**src/ext_sfr_regs.svh**
```systemverilog
/*
  Addresses, access-width codes and reset values for the extended peripheral register bank.
  Assumes it is included by bare name into the bank module only.
*/
`ifndef EXT_SFR_REGS_SVH
`define EXT_SFR_REGS_SVH

// ****************************************
// Area bounds
// ****************************************
`define EXT_AREA_LO                20'hF0000
`define EXT_AREA_HI                20'hF07FF
`define ORD_AREA_LO                20'hFFF00
`define ORD_AREA_HI                20'hFFFFF

// ****************************************
// Access width sets: bit 0 single bit, bit 1 byte, bit 2 word
// ****************************************
`define ACC_BYTE                   3'h2
`define ACC_BIT_BYTE               3'h3
`define ACC_WORD                   3'h4
`define ACC_BYTE_WORD              3'h6
`define ACC_ALL                    3'h7

// ****************************************
// Reset values
// ****************************************
`define RST_ZERO                   16'h0000
`define RST_ANALOG_PIN             16'h0010
`define RST_OSC_TRIM               16'h0010
`define RST_SER_MODE               16'h0020
`define RST_SER_SETUP              16'h0087
`define RST_SER_OUT                16'h0F0F

// ****************************************
// Read/write register addresses
// ****************************************
`define OFF_ANALOG_PIN_SELECT      20'hF0017
`define OFF_PULLUP_SEL_PORT_A      20'hF0030
`define OFF_PULLUP_SEL_PORT_B      20'hF0031
`define OFF_PULLUP_SEL_PORT_C      20'hF0033
`define OFF_PULLUP_SEL_PORT_D      20'hF0034
`define OFF_PULLUP_SEL_PORT_E      20'hF0035
`define OFF_PULLUP_SEL_PORT_F      20'hF0037
`define OFF_PULLUP_SEL_PORT_G      20'hF0039
`define OFF_PULLUP_SEL_PORT_H      20'hF003C
`define OFF_PULLUP_SEL_PORT_I      20'hF003E
`define OFF_INPUT_LEVEL_PORT_A     20'hF0040
`define OFF_INPUT_LEVEL_PORT_D     20'hF0044
`define OFF_INPUT_LEVEL_PORT_I     20'hF004E
`define OFF_OPEN_DRAIN_PORT_A      20'hF0050
`define OFF_OPEN_DRAIN_PORT_D      20'hF0054
`define OFF_OPEN_DRAIN_PORT_I      20'hF005E
`define OFF_INPUT_FILTER_EN_A      20'hF0060
`define OFF_INPUT_FILTER_EN_B      20'hF0061
`define OFF_PERIPHERAL_CLOCK_GATE  20'hF00F0
`define OFF_FAST_OSC_TRIM          20'hF00F2
`define OFF_SPEED_MODE_CTRL        20'hF00F3
`define OFF_REGULATOR_MODE_CTRL    20'hF00F4
`define OFF_SER_FLAG_CLEAR_U0_CH0  20'hF0108
`define OFF_SER_FLAG_CLEAR_U0_CH1  20'hF010A
`define OFF_SER_FLAG_CLEAR_U0_CH2  20'hF010C
`define OFF_SER_FLAG_CLEAR_U0_CH3  20'hF010E
`define OFF_SER_MODE_U0_CH0        20'hF0110
`define OFF_SER_MODE_U0_CH1        20'hF0112
`define OFF_SER_MODE_U0_CH2        20'hF0114
`define OFF_SER_MODE_U0_CH3        20'hF0116
`define OFF_SER_COMM_SETUP_U0_CH0  20'hF0118
`define OFF_SER_COMM_SETUP_U0_CH1  20'hF011A
`define OFF_SER_COMM_SETUP_U0_CH2  20'hF011C
`define OFF_SER_COMM_SETUP_U0_CH3  20'hF011E
`define OFF_SER_UNIT0_START        20'hF0122
`define OFF_SER_UNIT0_HALT         20'hF0124
`define OFF_SER_UNIT0_PRESCALE     20'hF0126
`define OFF_SER_UNIT0_OUT_VALUE    20'hF0128
`define OFF_SER_UNIT0_OUT_ENABLE   20'hF012A
`define OFF_SER_UNIT0_OUT_INVERT   20'hF0134

// ****************************************
// Read-only register addresses
// ****************************************
`define OFF_DECIMAL_FIXUP_RESULT   20'hF00FE
`define OFF_SER_STATUS_U0_CH0      20'hF0100
`define OFF_SER_STATUS_U0_CH1      20'hF0102
`define OFF_SER_STATUS_U0_CH2      20'hF0104
`define OFF_SER_STATUS_U0_CH3      20'hF0106
`define OFF_SER_UNIT0_RUNNING      20'hF0120
`define OFF_SER_STATUS_U1_CH0      20'hF0140
`define OFF_SER_STATUS_U1_CH1      20'hF0142

`endif

```
**src/ext_sfr_pkg.sv**
```systemverilog
/*
  Types shared by the extended register bank and its users.
  Assumes nothing of its surroundings.
*/
package ext_sfr_pkg;

  localparam int NUM_RW = 40;
  localparam int NUM_RO = 8;

  typedef logic [15:0] word_t;

  typedef enum logic [1:0] {
    SIZE_BIT,
    SIZE_BYTE,
    SIZE_WORD
  } access_size_t;

  typedef struct packed {
    logic         valid;
    logic         write;
    access_size_t size;
    logic [2:0]   bit_sel;
    logic [19:0]  addr;
    word_t        wdata;
  } req_t;

  typedef struct packed {
    logic [19:0] addr;
    word_t       rst;
    logic [2:0]  allow;
  } reg_desc_t;

endpackage

```
**src/ext_sfr_bank.sv**
```systemverilog
/*
  Extended peripheral register bank: address decode, width checks, storage and read-back.
  Assumes the core issues at most one request per clock on the same clock, and that
  peripheral logic drives the read-only values on the same clock.
*/
// How it works
// RL1 - Decode F0000H to F07FFH, all registers inside
// RL2 - Ordinary register range never decoded here
// RL3 - Core encodes extended accesses one byte longer
// RL4 - Each register accepts only its width set
// RL5 - Word access uses even address, pair bytes
// RL6 - Registers load tabulated values on reset
// RL7 - Read-only registers ignore writes
// RL8 - Software avoids unassigned extended addresses
// RL9 - Serial status: read-only, word or low byte
// RL10 - Port registers: bit and byte, reset zero
// RL11 - Analog select and trim: byte only, 10H
// RL12 - Decimal result: read-only byte, undefined reset
// RL13 - Serial output, mode: word only, own resets
// RL14 - Bad width or address: no change, zero
`timescale 1ns/1ps
`include "ext_sfr_regs.svh"

module ext_sfr_bank
  import ext_sfr_pkg::*;
(
  input  wire logic                    clk_i,
  input  wire logic                    rst_i,
  input  wire req_t                    req_i,
  input  wire logic [NUM_RO-1:0][15:0] ro_val_i,
  output logic      [NUM_RW-1:0][15:0] ctrl_o,
  output logic      [15:0]             rdata_o,
  output logic                         ack_o,
  output logic                         err_o
);

  // ****************************************
  // Register tables
  // ****************************************
  localparam reg_desc_t RW_TBL [NUM_RW] = '{
    '{`OFF_ANALOG_PIN_SELECT,     `RST_ANALOG_PIN, `ACC_BYTE},      // RL11
    '{`OFF_PULLUP_SEL_PORT_A,     `RST_ZERO,       `ACC_BIT_BYTE},  // RL10
    '{`OFF_PULLUP_SEL_PORT_B,     `RST_ZERO,       `ACC_BIT_BYTE},
    '{`OFF_PULLUP_SEL_PORT_C,     `RST_ZERO,       `ACC_BIT_BYTE},
    '{`OFF_PULLUP_SEL_PORT_D,     `RST_ZERO,       `ACC_BIT_BYTE},
    '{`OFF_PULLUP_SEL_PORT_E,     `RST_ZERO,       `ACC_BIT_BYTE},
    '{`OFF_PULLUP_SEL_PORT_F,     `RST_ZERO,       `ACC_BIT_BYTE},
    '{`OFF_PULLUP_SEL_PORT_G,     `RST_ZERO,       `ACC_BIT_BYTE},
    '{`OFF_PULLUP_SEL_PORT_H,     `RST_ZERO,       `ACC_BIT_BYTE},
    '{`OFF_PULLUP_SEL_PORT_I,     `RST_ZERO,       `ACC_BIT_BYTE},
    '{`OFF_INPUT_LEVEL_PORT_A,    `RST_ZERO,       `ACC_BIT_BYTE},
    '{`OFF_INPUT_LEVEL_PORT_D,    `RST_ZERO,       `ACC_BIT_BYTE},
    '{`OFF_INPUT_LEVEL_PORT_I,    `RST_ZERO,       `ACC_BIT_BYTE},
    '{`OFF_OPEN_DRAIN_PORT_A,     `RST_ZERO,       `ACC_BIT_BYTE},
    '{`OFF_OPEN_DRAIN_PORT_D,     `RST_ZERO,       `ACC_BIT_BYTE},
    '{`OFF_OPEN_DRAIN_PORT_I,     `RST_ZERO,       `ACC_BIT_BYTE},
    '{`OFF_INPUT_FILTER_EN_A,     `RST_ZERO,       `ACC_BIT_BYTE},
    '{`OFF_INPUT_FILTER_EN_B,     `RST_ZERO,       `ACC_BIT_BYTE},
    '{`OFF_PERIPHERAL_CLOCK_GATE, `RST_ZERO,       `ACC_BIT_BYTE},
    '{`OFF_FAST_OSC_TRIM,         `RST_OSC_TRIM,   `ACC_BYTE},      // RL11
    '{`OFF_SPEED_MODE_CTRL,       `RST_ZERO,       `ACC_BYTE},
    '{`OFF_REGULATOR_MODE_CTRL,   `RST_ZERO,       `ACC_BYTE},
    '{`OFF_SER_FLAG_CLEAR_U0_CH0, `RST_ZERO,       `ACC_BYTE_WORD},
    '{`OFF_SER_FLAG_CLEAR_U0_CH1, `RST_ZERO,       `ACC_BYTE_WORD},
    '{`OFF_SER_FLAG_CLEAR_U0_CH2, `RST_ZERO,       `ACC_BYTE_WORD},
    '{`OFF_SER_FLAG_CLEAR_U0_CH3, `RST_ZERO,       `ACC_BYTE_WORD},
    '{`OFF_SER_MODE_U0_CH0,       `RST_SER_MODE,   `ACC_WORD},      // RL13
    '{`OFF_SER_MODE_U0_CH1,       `RST_SER_MODE,   `ACC_WORD},
    '{`OFF_SER_MODE_U0_CH2,       `RST_SER_MODE,   `ACC_WORD},
    '{`OFF_SER_MODE_U0_CH3,       `RST_SER_MODE,   `ACC_WORD},
    '{`OFF_SER_COMM_SETUP_U0_CH0, `RST_SER_SETUP,  `ACC_WORD},      // RL6
    '{`OFF_SER_COMM_SETUP_U0_CH1, `RST_SER_SETUP,  `ACC_WORD},
    '{`OFF_SER_COMM_SETUP_U0_CH2, `RST_SER_SETUP,  `ACC_WORD},
    '{`OFF_SER_COMM_SETUP_U0_CH3, `RST_SER_SETUP,  `ACC_WORD},
    '{`OFF_SER_UNIT0_START,       `RST_ZERO,       `ACC_ALL},
    '{`OFF_SER_UNIT0_HALT,        `RST_ZERO,       `ACC_ALL},
    '{`OFF_SER_UNIT0_PRESCALE,    `RST_ZERO,       `ACC_BYTE_WORD},
    '{`OFF_SER_UNIT0_OUT_VALUE,   `RST_SER_OUT,    `ACC_WORD},      // RL13
    '{`OFF_SER_UNIT0_OUT_ENABLE,  `RST_ZERO,       `ACC_ALL},
    '{`OFF_SER_UNIT0_OUT_INVERT,  `RST_ZERO,       `ACC_BYTE_WORD}
  };

  // Read-only entries carry no reset: their value is the peripheral's live state
  localparam reg_desc_t RO_TBL [NUM_RO] = '{
    '{`OFF_DECIMAL_FIXUP_RESULT,  `RST_ZERO,       `ACC_BYTE},      // RL12
    '{`OFF_SER_STATUS_U0_CH0,     `RST_ZERO,       `ACC_BYTE_WORD}, // RL9
    '{`OFF_SER_STATUS_U0_CH1,     `RST_ZERO,       `ACC_BYTE_WORD},
    '{`OFF_SER_STATUS_U0_CH2,     `RST_ZERO,       `ACC_BYTE_WORD},
    '{`OFF_SER_STATUS_U0_CH3,     `RST_ZERO,       `ACC_BYTE_WORD},
    '{`OFF_SER_UNIT0_RUNNING,     `RST_ZERO,       `ACC_ALL},
    '{`OFF_SER_STATUS_U1_CH0,     `RST_ZERO,       `ACC_BYTE_WORD},
    '{`OFF_SER_STATUS_U1_CH1,     `RST_ZERO,       `ACC_BYTE_WORD}
  };

  // ****************************************
  // Helpers
  // ****************************************
  function automatic word_t shape_read(input word_t v, input access_size_t sz, input logic [2:0] b);
    word_t r;
    r = 16'h0000;
    case (sz)
      SIZE_BIT:  r = {15'h0000, v[b]};
      SIZE_BYTE: r = {8'h00, v[7:0]};
      SIZE_WORD: r = v;
      default:   r = 16'h0000;
    endcase
    return r;
  endfunction

  function automatic word_t merge_write(input word_t v, input req_t q);
    word_t r;
    r = v;
    case (q.size)
      SIZE_BIT:  r[q.bit_sel] = q.wdata[0];
      SIZE_BYTE: r[7:0] = q.wdata[7:0];
      SIZE_WORD: r = q.wdata;
      default:   r = v;
    endcase
    return r;
  endfunction

  // ****************************************
  // Decode
  // ****************************************
  wire logic             in_area;
  wire logic [2:0]       size_mask;
  wire logic             area_req;
  wire logic             is_read;
  logic [NUM_RW-1:0]     rw_sel;
  logic [NUM_RO-1:0]     ro_sel;
  word_t                 rw_reg [NUM_RW];
  word_t                 rw_rd  [NUM_RW];
  word_t                 ro_rd  [NUM_RO];
  word_t                 rdata_next;
  logic                  hit_any;

  // Ordinary area lies above the extended one, so it never decodes here
  assign in_area   = (req_i.addr >= `EXT_AREA_LO) && (req_i.addr <= `EXT_AREA_HI); // RL1 RL2
  assign area_req  = req_i.valid & in_area;
  assign is_read   = ~req_i.write;
  assign size_mask = (req_i.size == SIZE_BIT)  ? 3'h1 :
                     (req_i.size == SIZE_BYTE) ? 3'h2 :
                     (req_i.size == SIZE_WORD) ? 3'h4 : 3'h0;

  // ****************************************
  // Storage
  // ****************************************
  genvar gi;
  generate
    for (gi = 0; gi < NUM_RW; gi++) begin : g_rw
      // Word entries sit on even addresses, so odd word requests never match
      assign rw_sel[gi] = area_req && (req_i.addr == RW_TBL[gi].addr) &&
                          ((RW_TBL[gi].allow & size_mask) != 3'h0); // RL4 RL5
      always_ff @(posedge clk_i or posedge rst_i) begin
        if (rst_i) begin
          rw_reg[gi] <= RW_TBL[gi].rst; // RL6
        end else if (rw_sel[gi] && req_i.write) begin
          rw_reg[gi] <= merge_write(rw_reg[gi], req_i);
        end
      end
      assign rw_rd[gi]  = (rw_sel[gi] && is_read) ? shape_read(rw_reg[gi], req_i.size, req_i.bit_sel) : 16'h0000;
      assign ctrl_o[gi] = rw_reg[gi];
    end
    for (gi = 0; gi < NUM_RO; gi++) begin : g_ro
      assign ro_sel[gi] = area_req && (req_i.addr == RO_TBL[gi].addr) &&
                          ((RO_TBL[gi].allow & size_mask) != 3'h0); // RL9 RL12
      // Write hits nothing: live value from the peripheral
      assign ro_rd[gi]  = (ro_sel[gi] && is_read) ? shape_read(ro_val_i[gi], req_i.size, req_i.bit_sel) : 16'h0000; // RL7
    end
  endgenerate

  // ****************************************
  // Read-back
  // ****************************************
  always_comb begin
    rdata_next = 16'h0000;
    for (int i = 0; i < NUM_RW; i++) begin
      rdata_next = rdata_next | rw_rd[i];
    end
    for (int i = 0; i < NUM_RO; i++) begin
      rdata_next = rdata_next | ro_rd[i];
    end
  end

  // Read-only hit on a write is still a refusal
  assign hit_any = (|rw_sel) | ((|ro_sel) & is_read); // RL7 RL14

  always_ff @(posedge clk_i or posedge rst_i) begin
    if (rst_i) begin
      rdata_o <= 16'h0000;
      ack_o   <= 1'b0;
      err_o   <= 1'b0;
    end else begin
      rdata_o <= rdata_next; // RL14
      ack_o   <= area_req;
      err_o   <= area_req & ~hit_any; // RL8 RL14
    end
  end

endmodule

```
**config.mk**
```make
export PLATFORM = sky130hd
export DESIGN_NAME = ext_sfr_bank
export DESIGN_NICKNAME = d
export VERILOG_FILES = /design/src/ext_sfr_pkg.sv /design/src/ext_sfr_bank.sv
export VERILOG_INCLUDE_DIRS = /design/src
export SDC_FILE = /design/constraint.sdc
export NUM_CORES = 2
export LEC_CHECK = 0
export BUFFER_PORTS_ARGS = -buffer_cell sky130_fd_sc_hd__buf_2
export CORE_AREA = 2 2 326 328
export DETAILED_ROUTE_END_ITERATION = 6
export DIE_AREA = 0 0 328 330
export GPL_TIMING_DRIVEN = 1
export RECOVER_POWER = 50
export SYNTH_ARGS = -nofsm -noshare
export SYNTH_HDL_FRONTEND = slang
export SYNTH_SLANG_ARGS = --single-unit
```
**constraint.sdc**
```tcl
create_clock -name clk_i -period 43.3 [get_ports clk_i]
set_input_delay 2.165 -clock clk_i [delete_from_list [all_inputs] [get_ports clk_i]]
set_output_delay 2.165 -clock clk_i [all_outputs]
set_load 0.005 [all_outputs]
```
==> impl_metrics.csv <==
group,metric,value,unit
placed_design,dpl_worst_slack,36.43,ns
detailed_routing,drc_errors,44,
placed_design,placed_cell_area,40600,µm²
placed_design,place_inst,5417,
cts,root_buffer,"clkbuf_16",
timing,fin_setup_tns,0,ns
detailed_routing,dr_total_vias,37500,
placed_design,gp_congestion,1.10,
global_route,first_global_vias,34300,
global_route,track_usage,41.6,%
synthesis,synth-async-reset-ratio,100,%
synthesis,syn_nets,3517,
synthesis,yosysWarnings,0,
timing,drv_slew,360,
synthesis,ys.flop_type,"dfrtp_1",
global_route,grt_pass1_wl,309000,µm
worst_setup_path,cp-end-kind,"async pin",
timing,min_period_over_period,23.8,%
floorplan,die_w,328,µm
timing,fmax,97.2,MHz
cts,postCtsSetupRepairBufs,0,
placed_design,io_buffers,830,
timing,rsz0062_at_grt,"no",
global_route,antenna_found_initial,30,
power,leakage,19.2,nW
worst_setup_path,crit_fanout,102,
status,violations,"design-rule violations, max-capacitance violations, max-slew violations",
timing,setup_slack,33.01,ns
timing,tightestPinTransition,4.78,ns
global_route,grt.overflow.total,0,
finish,post-route-util,40.5,%
cts,ctsHoldBuffers,0,
worst_setup_path,critPathMostFrequentCell,"clkbuf_1",
floorplan,initial_core_util,32.9,%
synthesis,netlist_area,34500,µm²
floorplan,die_y,330,µm
worst_setup_path,max_stage_delay,2.66,ns
synthesis,syn_area_per_cell,10.3,µm²
finish,fin_cells,5566,
synthesis,synthDistinctLibCells,79,
timing,setup_viol,0,
cts,clk_latency,0.69,ns
worst_setup_path,worstPathRequired,43.27,ns
floorplan,dieArea,108000,µm²
cts,path_clk_slew,0.06,ns
cts,clk_path_buf_depth,3,
worst_setup_path,start_kind,"input pin",
worst_setup_path,cp.arrival,10.27,ns
timing,final.setup_skew,0.0349,ns
floorplan,core,105000,µm²
timing,hold_viol_final,0,
cts,h-tree-depth,3,
power,finalPower,1.37,mW
placed_design,dp_hpwl,178000,µm
power,power_density,32.4,nW/µm²
floorplan,pin_count,831,
cts,numCtsBuffers,75,
worst_setup_path,worstPathCellList,"clkbuf_1, clkinvlp_2, clkbuf_1, clkbuf_1",
synthesis,synth_cells,3338,
synthesis,synth_edf_count,0,
detailed_routing,avgRoutedWirePerCell,42.0,µm
worst_setup_path,cp_slowest_cell,"clkinvlp_2",
floorplan,rows,119,
finish,finalNetCount,4282,
cts,cts_tree,"built",
cts,cts_resized,0,
detailed_routing,wl,234000,µm
min_path,hp-class,"register to register",
status,status,"finished with violations",
finish,layout-drive-gt1-share,27.2,%
detailed_routing,firstDrtPassIters,7,
finish,fin_area,42400,µm²
detailed_routing,detail_route.iter0.violations,6201,
detailed_routing,drtAntennaViolNets,0,
worst_setup_path,criticalPathCategory,"input pin to async pin",
synthesis,ys_seq_area_share,47.9,%
power,max-vdd-ir-drop,0.0239,mV
flow_run,drv_cap,5,
synthesis,ys_seq_elements,658,
timing,period_minus_slack,10.29,ns
finish,area_delta_synth_final,23.1,%
timing,hold_ws,0.532,ns
timing,slew_headroom,-221,%
global_route,grt_start_max_net_pins,103,
detailed_routing,viasPerCell,6.74,
cts,clkSinkCount,658,
area by class of cell:
class                           count  area, µm²
Fill cell                       10500      62300
Multi-Input combinational cell   2402      17200
Sequential cell                   658      16500
Timing Repair Buffer              950       4460
Clock buffer                      106       2120
Tap cell                         1391       1740
Clock inverter                     27        280
Inverter                           16       61.3
Antenna cell                       16       40.0
critical path: cells and delay by family:
kind	cells	cell delay (ns)
buffers and inverters	4	7.95
worst paths after layout:
| path | startpoint | endpoint | slack, ns | depth (start not counted) |
|---|---|---|---|---|
| worst max-delay path | rst_i | ctrl_o[360] | 33.01 | 4 |
| worst min-delay path | ctrl_o[364] | ctrl_o[364] | 0.53 | 1 |
| worst max register to register | ctrl_o[629] | rdata_o[0] | 40.36 | 7 |
| worst min register to register | ctrl_o[364] | ctrl_o[364] | 0.53 | 1 |
| max in group clk_i | req_i[31] | rdata_o[2] | 36.63 | 12 |
| min in group asynchronous | rst_i | ctrl_o[160] | 2.94 | 2 |
report_power, final:
group | internal, mW | leakage [nW] | switching (mW)
Clock | 0.362 | 1.18 | 0.283
Sequential | 0.615 | 9.10 | 0.00000168
Combinational | 0.0207 | 8.91 | 0.0936
sequential cells by signal, summed over array words and instances, names as in the netlist:
| signal | flops |
|---|---|
| ack_o | 1 |
| ctrl_o | 640 |
| err_o | 1 |
| rdata_o | 16 |
metal layers:
metal  vias to the layer above  part of all wire (%)  global-route usage, %
met4                        26                   7.1                   24.3
met5                         -                  0.15                   1.39
li1                      14300                     -                      -
met1                     19000                    38                   54.9
met3                       818                    14                   17.0
met2                      3419                    40                   56.8
cells in the final DEF (no fill, tap or decap), types with 12 or more instances in the layout:
cell | Yosys | routed
a21oi_1 | 247 | 245
a221o_1 | 18 | 18
a221oi_1 | 146 | 146
a222oi_1 | 46 | 46
a22o_1 | 102 | 102
a22oi_1 | 119 | 113
a31oi_1 | 43 | 43
a32oi_1 | 16 | 16
buf_2 | 47 | 360
buf_4 | 4 | 119
clkbuf_1 | 201 | 483
clkbuf_16 | 0 | 76
dfrtp_1 | 628 | 628
dfstp_1 | 0 | 28
diode_2 | 0 | 16
inv_1 | 14 | 13
mux2_2 | 409 | 409
mux2i_1 | 32 | 32
mux4_2 | 17 | 17
nand2_1 | 225 | 225
nand3_1 | 48 | 48
nand4_1 | 50 | 50
nor2_1 | 437 | 416
nor2_2 | 9 | 23
nor2_4 | 5 | 12
nor2b_1 | 18 | 17
nor3_1 | 46 | 34
nor3_2 | 14 | 19
nor3_4 | 5 | 12
nor4_1 | 21 | 18
o21ai_0 | 115 | 114
o31ai_1 | 36 | 36
or3_1 | 13 | 13
synth_stat cells, types with 43 or more instances:
| cell type | n | share of area [%] |
|---|---|---|
| a221oi_1 | 146 | 3.7 |
| clkbuf_1 | 201 | 2.2 |
| nand4_1 | 50 | 0.91 |
| buf_2 | 47 | 0.68 |
| mux2_2 | 409 | 13 |
| nand3_1 | 48 | 0.70 |
| nand2_1 | 225 | 2.5 |
| a222oi_1 | 46 | 1.3 |
| a21oi_1 | 247 | 3.6 |
| a22oi_1 | 119 | 2.6 |
| nor3_1 | 46 | 0.67 |
| nor2_1 | 437 | 4.8 |
| a31oi_1 | 43 | 0.78 |
| dfrtp_1 | 628 | 46 |
| a22o_1 | 102 | 2.6 |
| o21ai_0 | 115 | 1.7 |
cells by family after synthesis:
family	count (synthesis)	synth area share, %
flip-flops	658	47.9
adder cells (fa/ha/maj)	6	0.218
multiplexers	458	15.4
AND/OR/NAND/NOR	976	13.4
AO/OA/AOI/OAI	962	19.8
buffers and inverters	278	3.24
Power figures use the tool's default switching activity.
